`config.mk`:
```
export PLATFORM = sky130hd
export DESIGN_NAME = l2fw_core
export DESIGN_NICKNAME = d
export VERILOG_FILES = /design/src/logic/l2fw_pkg.sv /design/src/logic/l2fw_fifo.sv /design/src/logic/l2fw_core.sv
export VERILOG_INCLUDE_DIRS = /design/src /design/src/logic
export SDC_FILE = /design/constraint.sdc
export NUM_CORES = 2
export LEC_CHECK = 0
export BUFFER_PORTS_ARGS = -buffer_cell sky130_fd_sc_hd__buf_2
export CORE_AREA = 2 2 350 352
export DETAILED_ROUTE_END_ITERATION = 10
export DIE_AREA = 0 0 352 354
export GPL_TIMING_DRIVEN = 0
export PLACE_DENSITY = 0.77
export SLEW_MARGIN = 20
export SYNTH_ARGS = -nofsm -noshare
export SYNTH_HDL_FRONTEND = slang
export SYNTH_SLANG_ARGS = --single-unit
export TNS_END_PERCENT = 100
```
`constraint.sdc`:
```
create_clock -name ref_clk -period 14.9 [get_ports ref_clk]
set_clock_uncertainty 0.1 [all_clocks]
set_input_delay 2.235 -clock ref_clk [delete_from_list [all_inputs] [get_ports ref_clk]]
set_output_delay 2.235 -clock ref_clk [all_outputs]
set_load 0.005 [all_outputs]
```
`src/logic/l2fw_cfg.svh`:
```
// Purpose: constants of the frame forwarder
// Assumes: 100 MHz ref_clk
// Notes:   definitions only
`ifndef L2FW_CFG_SVH
`define L2FW_CFG_SVH
`define L2FW_NPORTS       8
`define L2FW_CLK_NS       10
`define L2FW_CYC_PER_MS   (1000000 / `L2FW_CLK_NS)
`define L2FW_AGE_STEP_MS  75
`define L2FW_MIN_FRAME    14'h0040
`define L2FW_HW_MAX       14'h2400
`define L2FW_FCOE_ETYPE   16'h8906
`define L2FW_FIP_ETYPE    16'h8914
`define L2FW_BCAST        48'hFFFFFFFFFFFF
`define L2FW_TBL_ENTRIES  8
`define L2FW_TBL_CAP_KB   32
`define L2FW_FULL_PCT     90
`define L2FW_FULL_THRESH  ((`L2FW_TBL_ENTRIES * `L2FW_FULL_PCT) / 100)
`define L2FW_AGE_MAX      2'h3
`define L2FW_AGE_OLD      2'h2
`endif

```
`src/logic/l2fw_pkg.sv`:
```
// Purpose: shared types of the frame forwarder
// Assumes: nothing
// Notes:   constants live in l2fw_cfg.svh
package l2fw_pkg;
    typedef logic [47:0] l2fw_mac_t;
    typedef enum logic [2:0] {
        L2FW_PATH_L2,
        L2FW_PATH_FC_LOCAL,
        L2FW_PATH_FC_REMOTE,
        L2FW_PATH_FC_TRANSIT,
        L2FW_PATH_FC_EGRESS
    } l2fw_path_t;
endpackage : l2fw_pkg

```
`src/logic/l2fw_fifo.sv`:
```
// Purpose: small decision FIFO with valid/ready on both sides
// Assumes: depth a power of two
// Notes:   data out held in flip-flops of the store
`timescale 1ns/1ps
`default_nettype none
module l2fw_fifo #(
    parameter int W     = 8,
    parameter int DEPTH = 4
) (
    input  wire logic         ref_clk,
    input  wire logic         rst_n,
    input  wire logic         in_valid,
    output logic              in_ready,
    input  wire logic [W-1:0] in_data,
    output logic              out_valid,
    input  wire logic         out_ready,
    output logic [W-1:0]      out_data
);
    localparam int AW = $clog2(DEPTH);
    logic [W-1:0] mem_r [DEPTH];
    logic [AW:0]  wp_r;
    logic [AW:0]  wp_nxt;
    logic [AW:0]  rp_r;
    logic [AW:0]  rp_nxt;
    logic         full;
    logic         empty;
    logic         push;
    logic         pop;

    // full when pointers differ only in the wrap bit
    assign full      = (wp_r[AW] != rp_r[AW]) && (wp_r[AW-1:0] == rp_r[AW-1:0]);
    assign empty     = (wp_r == rp_r);
    assign in_ready  = !full;
    assign out_valid = !empty;
    assign push      = in_valid && !full;
    assign pop       = out_ready && !empty;
    assign out_data  = mem_r[rp_r[AW-1:0]];

    ///////////////////////////////////////////////////////////////////
    // pointer next values
    always_comb begin
        wp_nxt = push ? wp_r + 1'b1 : wp_r;
        rp_nxt = pop ? rp_r + 1'b1 : rp_r;
        if (!rst_n) begin
            wp_nxt = '0;
            rp_nxt = '0;
        end
    end

    always_ff @(posedge ref_clk) begin
        wp_r <= wp_nxt;
        rp_r <= rp_nxt;
    end

    // store needs no reset, empty flag guards reads
    always_ff @(posedge ref_clk) begin
        if (push) begin
            mem_r[wp_r[AW-1:0]] <= in_data;
        end
    end
endmodule : l2fw_fifo
`default_nettype wire

```
`src/logic/l2fw_core.sv`:
```
// Purpose: layer 2 bridge and fcoe hop forwarder, one frame per cycle
// Assumes: descriptors and config come from logic on ref_clk
// Notes:   decisions queue in a 4 word FIFO ahead of the egress side
// How it works
// - unknown destination floods to same VLAN ports except ingress
// - known destination goes only to its recorded port
// - known destination on the ingress port is dropped
// - cut-through forwards bad checksum frames still marked bad
// - undersized frames are dropped and counted
// - overlong frames are cut, counted and sent with bad checksum
// - broadcast floods to same VLAN ports except ingress
// - expired entries are removed, so the address floods again
// - a station seen on a new port moves its entry there
// - near full, oldest aged entries are replaced; active ones stay
// - replacement starts at 7 of 8 entries, 90 percent of capacity rounded down
// - frames above the port max frame size but not overlong drop, per-port count
// - valid multicast floods when snooping is off
// - multicast with mismatched MAC and IP groups is dropped silently
// - fcoe looks up the fc destination; remote domains take the route
// - remote fcoe rewrites MACs to target and own forwarder MACs
// - remote fcoe gains a fabric header with own and target bridge
// - transit fcoe changes only the outer header
// - egress fcoe delivers to end node MAC and virtual port
// - fcoe passes only on the enabled fcoe VLAN
// - remote and transit fcoe spread over two equal cost uplinks; LAN traffic does not
// - fcoe ethertype 0x8906, init protocol 0x8914
`timescale 1ns/1ps
`default_nettype none
`include "l2fw_cfg.svh"
module l2fw_core #(
    parameter int unsigned AGE_CYCLES = `L2FW_AGE_STEP_MS * `L2FW_CYC_PER_MS
) (
    input  wire logic          ref_clk,
    input  wire logic          rst_n,
    input  wire logic          in_valid,
    output logic               in_ready,
    input  wire logic [2:0]    in_port,
    input  wire logic [11:0]   in_vlan,
    input  wire logic [47:0]   in_dmac,
    input  wire logic [47:0]   in_smac,
    input  wire logic [15:0]   in_ethertype,
    input  wire logic [13:0]   in_len,
    input  wire logic          in_crc_ok,
    input  wire logic          in_mc_grp_match,
    input  wire logic          in_trill,
    input  wire logic [5:0]    in_trill_dst,
    input  wire logic [47:0]   in_inner_dmac,
    input  wire logic [23:0]   in_fc_dest_identifier,
    input  wire logic          cfg_cut_through,
    input  wire logic [111:0]  cfg_max_frame_size,
    input  wire logic [95:0]   cfg_port_vlan,
    input  wire logic          cfg_igmp_snoop,
    input  wire logic [11:0]   cfg_fcoe_vlan,
    input  wire logic          cfg_fcoe_en,
    input  wire logic [7:0]    cfg_my_domain,
    input  wire logic [5:0]    cfg_my_rbridge,
    input  wire logic [47:0]   cfg_fabric_forwarder_mac,
    input  wire logic [39:0]   cfg_fwd_mac_prefix,
    input  wire logic [23:0]   cfg_fc_map,
    input  wire logic [2:0]    cfg_uplink0,
    input  wire logic [2:0]    cfg_uplink1,
    input  wire logic          cfg_ecmp_en,
    output logic               out_valid,
    input  wire logic          out_ready,
    output logic [7:0]         out_port_mask,
    output logic [47:0]        out_dmac,
    output logic [47:0]        out_smac,
    output logic               out_trill_add,
    output logic [5:0]         out_trill_src,
    output logic [5:0]         out_trill_dst,
    output logic               out_outer_only,
    output logic               out_bad_crc,
    output logic [13:0]        out_len,
    output logic [7:0]         out_end_node_virtual_port,
    output logic [15:0]        cnt_runt,
    output logic [15:0]        cnt_overlong,
    output logic [127:0]       cnt_oversize,
    output logic [3:0]         tbl_count
);
    localparam int NE = `L2FW_TBL_ENTRIES;
    localparam int NP = `L2FW_NPORTS;
    localparam int FW = 141;

    function automatic logic [7:0] l2fw_onehot(input logic [2:0] p);
        l2fw_onehot = 8'h01 << p;
    endfunction : l2fw_onehot

    ///////////////////////////////////////////////////////////////////
    // lookup table state
    logic                 tv_r   [NE];
    logic                 tv_nxt [NE];
    l2fw_pkg::l2fw_mac_t  tm_r   [NE];
    l2fw_pkg::l2fw_mac_t  tm_nxt [NE];
    logic [11:0]          tl_r   [NE];
    logic [11:0]          tl_nxt [NE];
    logic [2:0]           tp_r   [NE];
    logic [2:0]           tp_nxt [NE];
    logic [1:0]           ta_r   [NE];
    logic [1:0]           ta_nxt [NE];
    logic [31:0]          age_cnt_r;
    logic [31:0]          age_cnt_nxt;
    logic                 tick;

    // search and victim pick
    logic                 d_hit;
    logic                 s_hit;
    logic [2:0]           d_idx;
    logic [2:0]           s_idx;
    logic                 free_ok;
    logic [2:0]           free_idx;
    logic                 old_ok;
    logic [2:0]           old_idx;
    logic [1:0]           old_age;
    logic [3:0]           occ;
    logic                 vic_ok;
    logic [2:0]           vic_idx;

    // decision
    l2fw_pkg::l2fw_path_t path;
    logic                 acc;
    logic                 keep;
    logic                 push;
    logic                 learn;
    logic                 runt;
    logic                 ovl;
    logic                 ovs;
    logic                 bcast;
    logic                 mcast;
    logic                 fcoe_et;
    logic [13:0]          port_mtu;
    logic [7:0]           flood;
    logic [7:0]           ecmp_mask;
    logic [7:0]           mask;
    logic [47:0]          dmac_o;
    logic [47:0]          smac_o;
    logic                 trill_add;
    logic [5:0]           tsrc;
    logic [5:0]           tdst;
    logic                 outer;
    logic                 badcrc;
    logic [13:0]          len_o;
    logic [7:0]           vport;
    logic [FW-1:0]        fin;
    logic [FW-1:0]        fout;
    logic                 f_in_ready;

    // counters
    logic [15:0]          runt_r;
    logic [15:0]          runt_nxt;
    logic [15:0]          ovl_r;
    logic [15:0]          ovl_nxt;
    logic [15:0]          ovs_r   [NP];
    logic [15:0]          ovs_nxt [NP];

    assign in_ready     = f_in_ready;
    assign acc          = in_valid && f_in_ready;
    assign push         = acc && keep;
    assign cnt_runt     = runt_r;
    assign cnt_overlong = ovl_r;
    assign tbl_count    = occ;
    assign tick         = (age_cnt_r == AGE_CYCLES - 1);
    assign bcast        = (in_dmac == `L2FW_BCAST);
    assign mcast        = in_dmac[40] && !bcast;
    assign fcoe_et      = (in_ethertype == `L2FW_FCOE_ETYPE);
    assign port_mtu     = cfg_max_frame_size[in_port*14 +: 14];

    ///////////////////////////////////////////////////////////////////
    // flood set: same VLAN, never the ingress port
    for (genvar p = 0; p < NP; p++) begin : g_flood
        assign flood[p] = (cfg_port_vlan[p*12 +: 12] == in_vlan) &&
                          (in_port != 3'(p));
        assign cnt_oversize[p*16 +: 16] = ovs_r[p];
    end

    // two-way path spread on address bits, keeps a flow in order
    assign ecmp_mask = l2fw_onehot((cfg_ecmp_en &&
        ^(in_smac ^ in_dmac ^ {24'h000000, in_fc_dest_identifier})) ?
        cfg_uplink1 : cfg_uplink0);

    ///////////////////////////////////////////////////////////////////
    // table search, occupancy and replacement victim
    always_comb begin
        d_hit = 1'b0;
        s_hit = 1'b0;
        d_idx = 3'h0;
        s_idx = 3'h0;
        free_ok = 1'b0;
        free_idx = 3'h0;
        old_ok = 1'b0;
        old_idx = 3'h0;
        old_age = 2'h0;
        occ = 4'h0;
        for (int i = 0; i < NE; i++) begin
            if (tv_r[i] && tm_r[i] == in_dmac && tl_r[i] == in_vlan) begin
                d_hit = 1'b1;
                d_idx = 3'(i);
            end
            if (tv_r[i] && tm_r[i] == in_smac && tl_r[i] == in_vlan) begin
                s_hit = 1'b1;
                s_idx = 3'(i);
            end
            if (!tv_r[i] && !free_ok) begin
                free_ok = 1'b1;
                free_idx = 3'(i);
            end
            // only aged entries qualify, busy stations keep age 0
            if (tv_r[i] && ta_r[i] >= `L2FW_AGE_OLD &&
                (!old_ok || ta_r[i] > old_age)) begin
                old_ok = 1'b1;
                old_idx = 3'(i);
                old_age = ta_r[i];
            end
            occ = occ + {3'h0, tv_r[i]};
        end
        if (occ >= 4'(`L2FW_FULL_THRESH) && old_ok) begin
            vic_ok = 1'b1;
            vic_idx = old_idx;
        end else begin
            vic_ok = free_ok;
            vic_idx = free_idx;
        end
    end

    ///////////////////////////////////////////////////////////////////
    // forwarding decision for the presented frame
    always_comb begin
        path = l2fw_pkg::L2FW_PATH_L2;
        keep = 1'b1;
        runt = 1'b0;
        ovl = 1'b0;
        ovs = 1'b0;
        mask = 8'h00;
        dmac_o = in_dmac;
        smac_o = in_smac;
        trill_add = 1'b0;
        tsrc = 6'h00;
        tdst = 6'h00;
        outer = 1'b0;
        badcrc = !in_crc_ok;
        len_o = in_len;
        vport = 8'h00;
        if (in_len < `L2FW_MIN_FRAME) begin
            runt = 1'b1;
            keep = 1'b0;
        end else if (in_len > `L2FW_HW_MAX) begin
            ovl = 1'b1;
            len_o = `L2FW_HW_MAX;
            badcrc = 1'b1;
        end else if (in_len > port_mtu) begin
            ovs = 1'b1;
            keep = 1'b0;
        end
        // store and forward has the whole frame, so bad ones stop here
        if (!in_crc_ok && !cfg_cut_through) begin
            keep = 1'b0;
        end
        if (fcoe_et) begin
            if (!cfg_fcoe_en || in_vlan != cfg_fcoe_vlan) begin
                keep = 1'b0;
            end else if (in_trill && in_trill_dst != cfg_my_rbridge) begin
                path = l2fw_pkg::L2FW_PATH_FC_TRANSIT;
                outer = 1'b1;
                tdst = in_trill_dst;
                mask = ecmp_mask;
            end else if (in_trill) begin
                path = l2fw_pkg::L2FW_PATH_FC_EGRESS;
                keep = keep && (in_inner_dmac == cfg_fabric_forwarder_mac);
                dmac_o = {cfg_fc_map, in_fc_dest_identifier};
                smac_o = cfg_fabric_forwarder_mac;
                vport = in_fc_dest_identifier[7:0];
                mask = l2fw_onehot(in_fc_dest_identifier[10:8]);
            end else if (in_fc_dest_identifier[23:16] == cfg_my_domain) begin
                path = l2fw_pkg::L2FW_PATH_FC_LOCAL;
                keep = keep && (in_dmac == cfg_fabric_forwarder_mac);
                dmac_o = {cfg_fc_map, in_fc_dest_identifier};
                smac_o = cfg_fabric_forwarder_mac;
                vport = in_fc_dest_identifier[7:0];
                mask = l2fw_onehot(in_fc_dest_identifier[10:8]);
            end else begin
                path = l2fw_pkg::L2FW_PATH_FC_REMOTE;
                keep = keep && (in_dmac == cfg_fabric_forwarder_mac);
                dmac_o = {cfg_fwd_mac_prefix,
                          in_fc_dest_identifier[23:16]};
                smac_o = cfg_fabric_forwarder_mac;
                trill_add = 1'b1;
                tsrc = cfg_my_rbridge;
                tdst = in_fc_dest_identifier[21:16];
                mask = ecmp_mask;
            end
        end else if (bcast) begin
            mask = flood;
        end else if (mcast) begin
            // no group table: snooping on or off, valid groups flood
            if (!in_mc_grp_match) begin
                keep = 1'b0;
            end else begin
                mask = flood;
            end
        end else if (d_hit) begin
            if (tp_r[d_idx] == in_port) begin
                keep = 1'b0;
            end else begin
                mask = l2fw_onehot(tp_r[d_idx]);
            end
        end else begin
            mask = flood;
        end
        // init protocol frames bridge as layer 2 and are learned even with a bad checksum
        learn = !fcoe_et && !runt && !ovs && !in_smac[40] &&
                (in_crc_ok || in_ethertype == `L2FW_FIP_ETYPE);
    end

    ///////////////////////////////////////////////////////////////////
    // table and aging next state
    always_comb begin
        age_cnt_nxt = tick ? 32'h0 : age_cnt_r + 32'h1;
        for (int i = 0; i < NE; i++) begin
            tv_nxt[i] = tv_r[i];
            tm_nxt[i] = tm_r[i];
            tl_nxt[i] = tl_r[i];
            tp_nxt[i] = tp_r[i];
            ta_nxt[i] = ta_r[i];
            if (tick && tv_r[i]) begin
                if (ta_r[i] == `L2FW_AGE_MAX) begin
                    tv_nxt[i] = 1'b0;
                end else begin
                    ta_nxt[i] = ta_r[i] + 2'h1;
                end
            end
        end
        // traffic to a station keeps its entry young
        if (push && d_hit && path == l2fw_pkg::L2FW_PATH_L2) begin
            ta_nxt[d_idx] = 2'h0;
        end
        if (acc && learn) begin
            if (s_hit) begin
                tv_nxt[s_idx] = 1'b1;
                tp_nxt[s_idx] = in_port;
                ta_nxt[s_idx] = 2'h0;
            end else if (vic_ok) begin
                tv_nxt[vic_idx] = 1'b1;
                tm_nxt[vic_idx] = in_smac;
                tl_nxt[vic_idx] = in_vlan;
                tp_nxt[vic_idx] = in_port;
                ta_nxt[vic_idx] = 2'h0;
            end
        end
        if (!rst_n) begin
            age_cnt_nxt = 32'h0;
            for (int i = 0; i < NE; i++) begin
                tv_nxt[i] = 1'b0;
                ta_nxt[i] = 2'h0;
            end
        end
    end

    always_ff @(posedge ref_clk) begin
        age_cnt_r <= age_cnt_nxt;
        tv_r <= tv_nxt;
        tm_r <= tm_nxt;
        tl_r <= tl_nxt;
        tp_r <= tp_nxt;
        ta_r <= ta_nxt;
    end

    ///////////////////////////////////////////////////////////////////
    // error counters, wrap at full scale
    always_comb begin
        runt_nxt = (acc && runt) ? runt_r + 16'h0001 : runt_r;
        ovl_nxt = (acc && ovl) ? ovl_r + 16'h0001 : ovl_r;
        for (int p = 0; p < NP; p++) begin
            ovs_nxt[p] = (acc && ovs && in_port == 3'(p)) ?
                         ovs_r[p] + 16'h0001 : ovs_r[p];
        end
        if (!rst_n) begin
            runt_nxt = 16'h0000;
            ovl_nxt = 16'h0000;
            for (int p = 0; p < NP; p++) begin
                ovs_nxt[p] = 16'h0000;
            end
        end
    end

    always_ff @(posedge ref_clk) begin
        runt_r <= runt_nxt;
        ovl_r <= ovl_nxt;
        ovs_r <= ovs_nxt;
    end

    ///////////////////////////////////////////////////////////////////
    // decision queue; a stalled egress stops intake
    assign fin = {mask, dmac_o, smac_o, trill_add, tsrc, tdst, outer,
                  badcrc, len_o, vport};
    assign {out_port_mask, out_dmac, out_smac, out_trill_add,
            out_trill_src, out_trill_dst, out_outer_only, out_bad_crc,
            out_len, out_end_node_virtual_port} = fout;

    l2fw_fifo #(
        .W     (FW),
        .DEPTH (4)
    ) u_fifo (
        .ref_clk   (ref_clk),
        .rst_n     (rst_n),
        .in_valid  (push),
        .in_ready  (f_in_ready),
        .in_data   (fin),
        .out_valid (out_valid),
        .out_ready (out_ready),
        .out_data  (fout)
    );
endmodule : l2fw_core
`default_nettype wire

```
---- Word-level counts from Yosys, hierarchy flattened ----
Memories as Yosys holds them, arrays and structs flattened. A register that Yosys moved wholly into a read port is not among the register bits.
Index checks and enable logic that the tools add are counted.
cells by class
  $add $sub $neg .......................... 28
  $mul .................................... 1
  order comparisons ....................... 25
  equal/unequal tests ..................... 67
  shift-type cells ........................ 4
  mux-type cells .......................... 209
  bitwise operators ....................... 15
  reduce and logical (&&, ||, !) cells .... 150
operators with widths
  kind                                            number
  == test 48 bit                                  18
  2-to-1 mux 48 bit                               9
  bitwise mux 384 bit                             1
  == test 12 bit                                  16
  adder 16 x 1 -> 16 bit (second input constant)  10
  demux 48 bit (select 3 bit)                     1
  2-to-1 mux 8 bit                                18
  indexed part select 112 x 8 -> 14 bit           1
  logical AND 1 bit                               103
  2-to-1 mux 3 bit                                34
  bitwise mux 96 bit                              1
  2-to-1 mux 1 bit                                86
  2-to-1 mux 16 bit                               4
  2-to-1 mux 6 bit                                10
  2-to-1 mux 2 bit                                29
  bitwise AND 16 bit                              3
  bitwise mux 24 bit                              2
  == test 48 bit (second input constant)          1
  2-to-1 mux 24 bit                               2
  inverter 16 bit                                 3
  XOR reduction 48 bit                            1
  XOR 48 x 24 -> 48 bit                           1
  XOR 48 bit                                      1
  demux 12 bit (select 3 bit)                     1
  other kinds (49)                                143
storage, ports and cells
  register bits ........................... 726
  RAM bits ................................ 564
  input bits .............................. 582
  output and inout bits ................... 307
  memories ................................ 1
memories
  name          words  width  rd ports  clocked after memory_dff  write ports  RTL line         source
  u_fifo.mem_r  4      141    1         1                         1            l2fw_fifo.sv:20  logic [W-1:0] mem_r [DEPTH];

---- Longest topological paths before layout ----
  word-level depth ........................ 43
  depth in mapped cells ................... 49
  gate-level depth less buffers ........... 49

---- By module ----
Synthesis repeated with hierarchy kept, for this count alone.
second synthesis, totals
  cell total of the unflattened synthesis .. 5131
  area total of the unflattened synthesis .. 66068.4 µm²
by module, submodules not included
  module     times used  cells an instance  area each (µm²)  seq. area each (µm²)
  l2fw_core  1           4326               45167.1          19458.7
  l2fw_fifo  1           805                20901.3          17096.4

---- Least setup slack after synthesis ----
Ideal clock, no wire load.
  kind .................................... register to register
  start ................................... register tv_r[7] (netlist bit)
  end ..................................... register tl_r[72] (netlist bit) (enable)
  library setup time ...................... 478 ps
  data arrival time ....................... 9411 ps
  data required time ...................... 14322 ps
  slack ................................... 4911 ps
  cell stages (with the launch flop) ...... 43
  clock period less this slack ............ 9989 ps
  cells stage by stage .................... dfxtp_1 -> nand2_1 -> ha_1 -> nor2b_1 -> o21ai_0 -> a21oi_1 -> mux2_2 -> ha_1 -> nor2b_1 -> a2bb2oi_1 -> o21a_1 -> nor2_1 -> a21oi_1 -> ha_1 -> nand2_1 -> o21ai_0 -> a21oi_1 -> mux2i_1 -> (+7 left out) -> nand2_1 -> o21ai_0 -> a21o_1 -> o21ai_0 -> ha_1 -> nand2_1 -> o21ai_0 -> a21oi_1 -> nor2_1 -> a21oi_1 -> ha_1 -> nand2_1 -> o2111ai_1 -> nand3b_1 -> o32ai_1 -> or3_1 -> or2_2 -> nor2_1
on the way
  cells in the longest elaborated chain, start to end .. 33
ends and longest elaborated chain
  element                                                           RTL line          source
  start: declaration                                                l2fw_core.sv:90   logic tv_r [NE];
  start signal: assignment                                          l2fw_core.sv:359  tv_r <= tv_nxt;
  logical AND 1 bit (no line)                                       --
  2-to-1 mux 2 bit or 2-to-1 mux 1 bit (tied branches)              l2fw_core.sv:207  if (tv_r[i] && ta_r[i] >= `L2FW_AGE_OLD &&
  greater-than comparator 2 bit or zero test 1 bit (tied branches)  l2fw_core.sv:208  (!old_ok || ta_r[i] > old_age)) begin
  logical OR 1 bit                                                  l2fw_core.sv:208
  logical AND 1 bit                                                 l2fw_core.sv:207
  2-to-1 mux 2 bit or 2-to-1 mux 1 bit (tied branches)              l2fw_core.sv:207
  greater-than comparator 2 bit or zero test 1 bit (tied branches)  l2fw_core.sv:208
  logical OR 1 bit                                                  l2fw_core.sv:208
  (+17 left out)                                                    --
  2-to-1 mux 2 bit or 2-to-1 mux 1 bit (tied branches)              l2fw_core.sv:207
  greater-than comparator 2 bit or zero test 1 bit (tied branches)  l2fw_core.sv:208
  logical OR 1 bit                                                  l2fw_core.sv:208
  logical AND 1 bit                                                 l2fw_core.sv:207
  2-to-1 mux 1 bit                                                  l2fw_core.sv:207
  logical AND 1 bit                                                 l2fw_core.sv:215  if (occ >= 4'(`L2FW_FULL_THRESH) && old_ok) begin
  2-to-1 mux 1 bit                                                  l2fw_core.sv:215
  AND reduction 3 bit (no line) (*)                                 --
  end signal: assignment                                            l2fw_core.sv:361  tl_r <= tl_nxt;
  end: declaration                                                  l2fw_core.sv:94   logic [11:0] tl_r [NE];
Every way passes the cells marked *; elsewhere a longest branch is shown, timed or not.
A chain may end at the register's enable or synchronous reset.

---- Worst setup path after layout ----
  start ................................... register tv_r[7] (netlist bit)
  end ..................................... register tm_r[310] (netlist bit) (enable)
on the way
  cells in the longest elaborated chain, start to end .. 33
ends and longest elaborated chain
  element                                                           RTL line          source
  logical AND 1 bit (no line)                                       --
  2-to-1 mux 2 bit or 2-to-1 mux 1 bit (tied branches)              l2fw_core.sv:207
  greater-than comparator 2 bit or zero test 1 bit (tied branches)  l2fw_core.sv:208
  logical OR 1 bit                                                  l2fw_core.sv:208
  logical AND 1 bit                                                 l2fw_core.sv:207
  2-to-1 mux 2 bit or 2-to-1 mux 1 bit (tied branches)              l2fw_core.sv:207
  greater-than comparator 2 bit or zero test 1 bit (tied branches)  l2fw_core.sv:208
  logical OR 1 bit                                                  l2fw_core.sv:208
  (+17 left out)                                                    --
  2-to-1 mux 2 bit or 2-to-1 mux 1 bit (tied branches)              l2fw_core.sv:207
  greater-than comparator 2 bit or zero test 1 bit (tied branches)  l2fw_core.sv:208
  logical OR 1 bit                                                  l2fw_core.sv:208
  logical AND 1 bit                                                 l2fw_core.sv:207
  2-to-1 mux 1 bit                                                  l2fw_core.sv:207
  logical AND 1 bit                                                 l2fw_core.sv:215
  2-to-1 mux 1 bit                                                  l2fw_core.sv:215
  AND reduction 3 bit (no line) (*)                                 --
  end signal: assignment                                            l2fw_core.sv:360  tm_r <= tm_nxt;
  end: declaration                                                  l2fw_core.sv:92   l2fw_pkg::l2fw_mac_t tm_r [NE];
Marked as above.

==> impl_results.md <==
* Combinational share of power at 16.7%
* DRC errors left at 0
* Cell taking the most area after synthesis: edfxtp_1
* Wire per inst at 36.4 microns
* Reg power frac at 44.1%
* Die width at 352 microns
* Vias in the first global route at 51,400
* Crit-path most repeated cell: ha_1
* Num CTS Buffers at 141
* Critical-path top delay cell: or3_1
* Global-route wire length before repair at 396 mm
* WP data arrival at ~10,000 ps
* Antenna Violating Nets Remaining at 0
* Critical Path RT at 15,280 ps
* H-Tree Depth at 4
* Hold Vio Cnt, Final at 0
* Initial Util at 55.5%
* Reg2reg path depth at 45
* Slew headroom at 22.8%
* Max Clock Freq at 0.104 GHz
* Synth Warn # at 0
* Final nets at 6,939
* Worst Hold Depth at 1
* TNS Setup at 0 ps
* Ports at approximately 900
* Hold EP: age_cnt_r[0]$_SDFF_PP0_
* Yosys top cell area share at 47.8%
* Reg-to-Reg Start: tv_r[7]$_SDFF_PN0_
* CP endpoint kind: flip-flop
* LEAKAGE at 27.9 nW
* Slowest stage delay, CP at 530 ps
* Worst slew pin tran at 1160 ps
* Area of the core at around 120,000 sq um
* Routed WL at 294 mm
* Routability Congestion at around 1.1
* Hpwl dp at 210 mm
* CTS Buffer Depth at 3
* Port Buffers at 867
* Outcome: complete, no violations
* Clock slew at reported path FFs at 60 ps
* Syn avg cell area at 12.8 sq um
* Max Cap Viol at 0
* Psw at 2.54 mW
* TritonCTS clock tree: done
* Net Sw Frac at 28.1%
* Sequential area share after synthesis at 54.4%
* TritonRoute pass-1 iters at 6
* Main flop type after synthesis: edfxtp_1
* Hold_sp: age_cnt_r[0]$_SDFF_PP0_
* Drt initial violations at 9,611
* Total Routing Usage GR at 45.9%
* Area growth from synthesis to layout at 18.0%
* Post-route insts no fill at 8,085
* RR Endpoint: tm_r[310]$_DFFE_PP_
* Synth cell types at 95
* Die Height at approximately 350 microns
* Placed cell count at slightly below 8,000
* Fin crit period at 9640 ps
* DR vias at 54,600
* Mapped Area at approximately 67,000 sq um
* Area contributors post-synth: edfxtp_1 48%, xnor2_1 11%, dfxtp_1 6.7%
* Total internal power at 6.51 mW
* R2R Setup Slk at ~5300 ps
* Vias/cell at 6.76
* Share of cells above drive strength 1 at 23.9%
* Mapped Cells at between 5,000 and 6,000
* Clock power frac at between 30% and 40%
* Initial antenna violation count at 58
* Die area at ~120,000 sq um
* Filler cells at 9,022
* Row count at between 100 and 150
* Synth async-reset ratio at 0%
* Startpoint class of the critical path: flip-flop
* Layout Utilization at between 60 and 70%
* Total power at 9.05 mW
* GRT overflow at 0
* Cell Pwr Density at 114 nW/um^2
* Register bit total from synthesis at 1,292
* Setup repair bufs after CTS at 0
* RSZ-0062 raised after global routing: no
* Cts hold-fix bufs at 0
* Final setup violation count at 0
* Clock Sinks at 1,292
* Number of flops mapped to enable cells by yosys at 1,068
* CP Class: reg -> reg
* Post-CTS resize count at 0
* Clk root buf: clkbuf_16
* Final clock period utilization by the worst path at 64.7%
* Worst skew pair latency at roughly 800 ps
* Largest net degree at the start of global routing at 47
* HP Class: reg -> reg
* Final max-slew violation count at 0
* CP Max Fanout at 18
* Syn_nets at 5,890
* Maximum vdd drop at about 0.00012 V
sequential cells by signal (all words and copies together), names as in the netlist, named ones only:
signal and flops:
u_fifo.mem_r 564, u_fifo.wp_r 3, ta_r 16, cnt_runt 16
tv_r 8, tp_r 24, cnt_overlong 16, u_fifo.rp_r 3
tl_r 96, tm_r 384, age_cnt_r 32, cnt_oversize 128
logic make-up (layout without fill, tap and decap cells):
| group | Yosys count | after routing | synth area share, % |
|---|---|---|---|
| buffers and inverters | 367 | 1527 | 2.35 |
| multiplexers | 348 | 348 | 8.44 |
| other | 0 | 43 | 0 |
| XOR/XNOR | 1272 | 1272 | 16.6 |
| AO/OA/AOI/OAI | 355 | 355 | 3.60 |
| flip-flops | 1292 | 1292 | 54.4 |
| adder cells (fa/ha/maj) | 51 | 51 | 0.995 |
| AND/OR/NAND/NOR | 1572 | 1572 | 13.6 |
Yosys cell counts (all sizes together), types with 119 or more instances:
library cell	number
nand2	220
mux2i	125
nor4	179
and2	172
xnor2	857
nor2b	119
buf	158
dfxtp	224
nor2	143
nand4	358
mux4	169
edfxtp	1068
xor2	415
power groups by stage:
stage,Sequential [mW],Combinational [mW],Clock [mW]
finish,3.99,1.51,3.54
global route,3.99,1.54,3.66
CTS,3.99,1.46,3.52
detailed placement,4.07,1.45,0
global placement,4.08,1.42,0
floorplan,4.07,0.783,0
worst max-delay path: cells and delay by family (launching register included):
kind	cells	cell delay [ps]
compound gates	18	3190
simple gates	14	2380
fa+ha+maj	7	1840
buf+inv	4	670
mux	2	660
flops	1	480
final cells by class:
class	count	area, sq um	share of cell area (%)
Clock buffer	180	3800	4.79
Tap cell	1625	2030	2.57
Inverter	105	394	0.497
Buffer	262	1210	1.53
Antenna cell	43	108	0.136
Timing Repair Buffer	906	5180	6.54
Clock inverter	74	820	1.03
Multi-Input combinational cell	3598	29200	36.8
Sequential cell	1292	36600	46.1
worst max-delay path by stage:
stage / start / to / slack, ps / cells past startpoint
final: tv_r[7]$_SDFF_PN0_ / tm_r[310]$_DFFE_PP_ / 5260 / 45
after global routing: tv_r[7]$_SDFF_PN0_ / tm_r[310]$_DFFE_PP_ / 4670 / 46
after CTS: tv_r[7]$_SDFF_PN0_ / tm_r[310]$_DFFE_PP_ / 5460 / 45
after detailed placement: in_port[0] / u_fifo.mem_r[3][57]$_DFFE_PP_ / 5290 / 19
after global placement: in_vlan[5] / u_fifo.mem_r[1][57]$_DFFE_PP_ / 880 / 13
after floorplan: tv_r[7]$_SDFF_PN0_ / tl_r[72]$_DFFE_PP_ / 4910 / 42
cells in the final DEF (no fill, tap or decap), types with 17 or more instances in the layout:
cell,synthesis,final
clkinv_2,0,20
ha_1,47,47
clkinv_1,0,18
nor4b_1,17,17
clkbuf_16,0,143
diode_2,0,43
mux2i_1,125,125
or4_1,24,24
and4_1,27,27
o22ai_1,20,20
nor2_1,143,135
dfxtp_1,224,224
nand2b_1,28,28
a21boi_0,28,28
mux2_2,54,54
nand3_1,94,94
nand2_1,220,220
a31oi_1,22,22
o21ai_0,108,108
xor2_1,415,415
nand4_1,358,358
buf_1,45,28
nor4_1,175,168
or3_1,43,43
and3_1,43,43
a2111oi_0,21,21
xnor2_1,856,856
clkbuf_1,104,129
a21oi_1,37,37
inv_1,102,102
mux4_2,169,169
edfxtp_1,1068,1068
buf_2,102,985
nor3_1,34,33
buf_16,0,20
nor2b_1,119,119
and2_1,172,168
metrics by stage:
step | area, sq um | hold WS [ps] | worst slack [ps]
finish | 79300 | 359 | 5260
global route | 79200 | 393 | 4670
CTS | 79100 | 366 | 5460
detailed placement | 74500 | 353 | 5290
global placement | 73500 | 342 | 882
floorplan | 67200 | 330 | 4910
per-layer routing:
metal  wire length [microns]  GRT usage [%]  up-vias  part of all wire [%]
li1                        -              -    21800                     -
met5                     130          0.113        -                 0.044
met4                   22200           29.7       22                   7.6
met1                  104000           59.5    26800                    35
met2                  121000           64.1     4959                    41
met3                   46700           17.8     1143                    16
No activity file was read; power rests on OpenSTA's default activity.
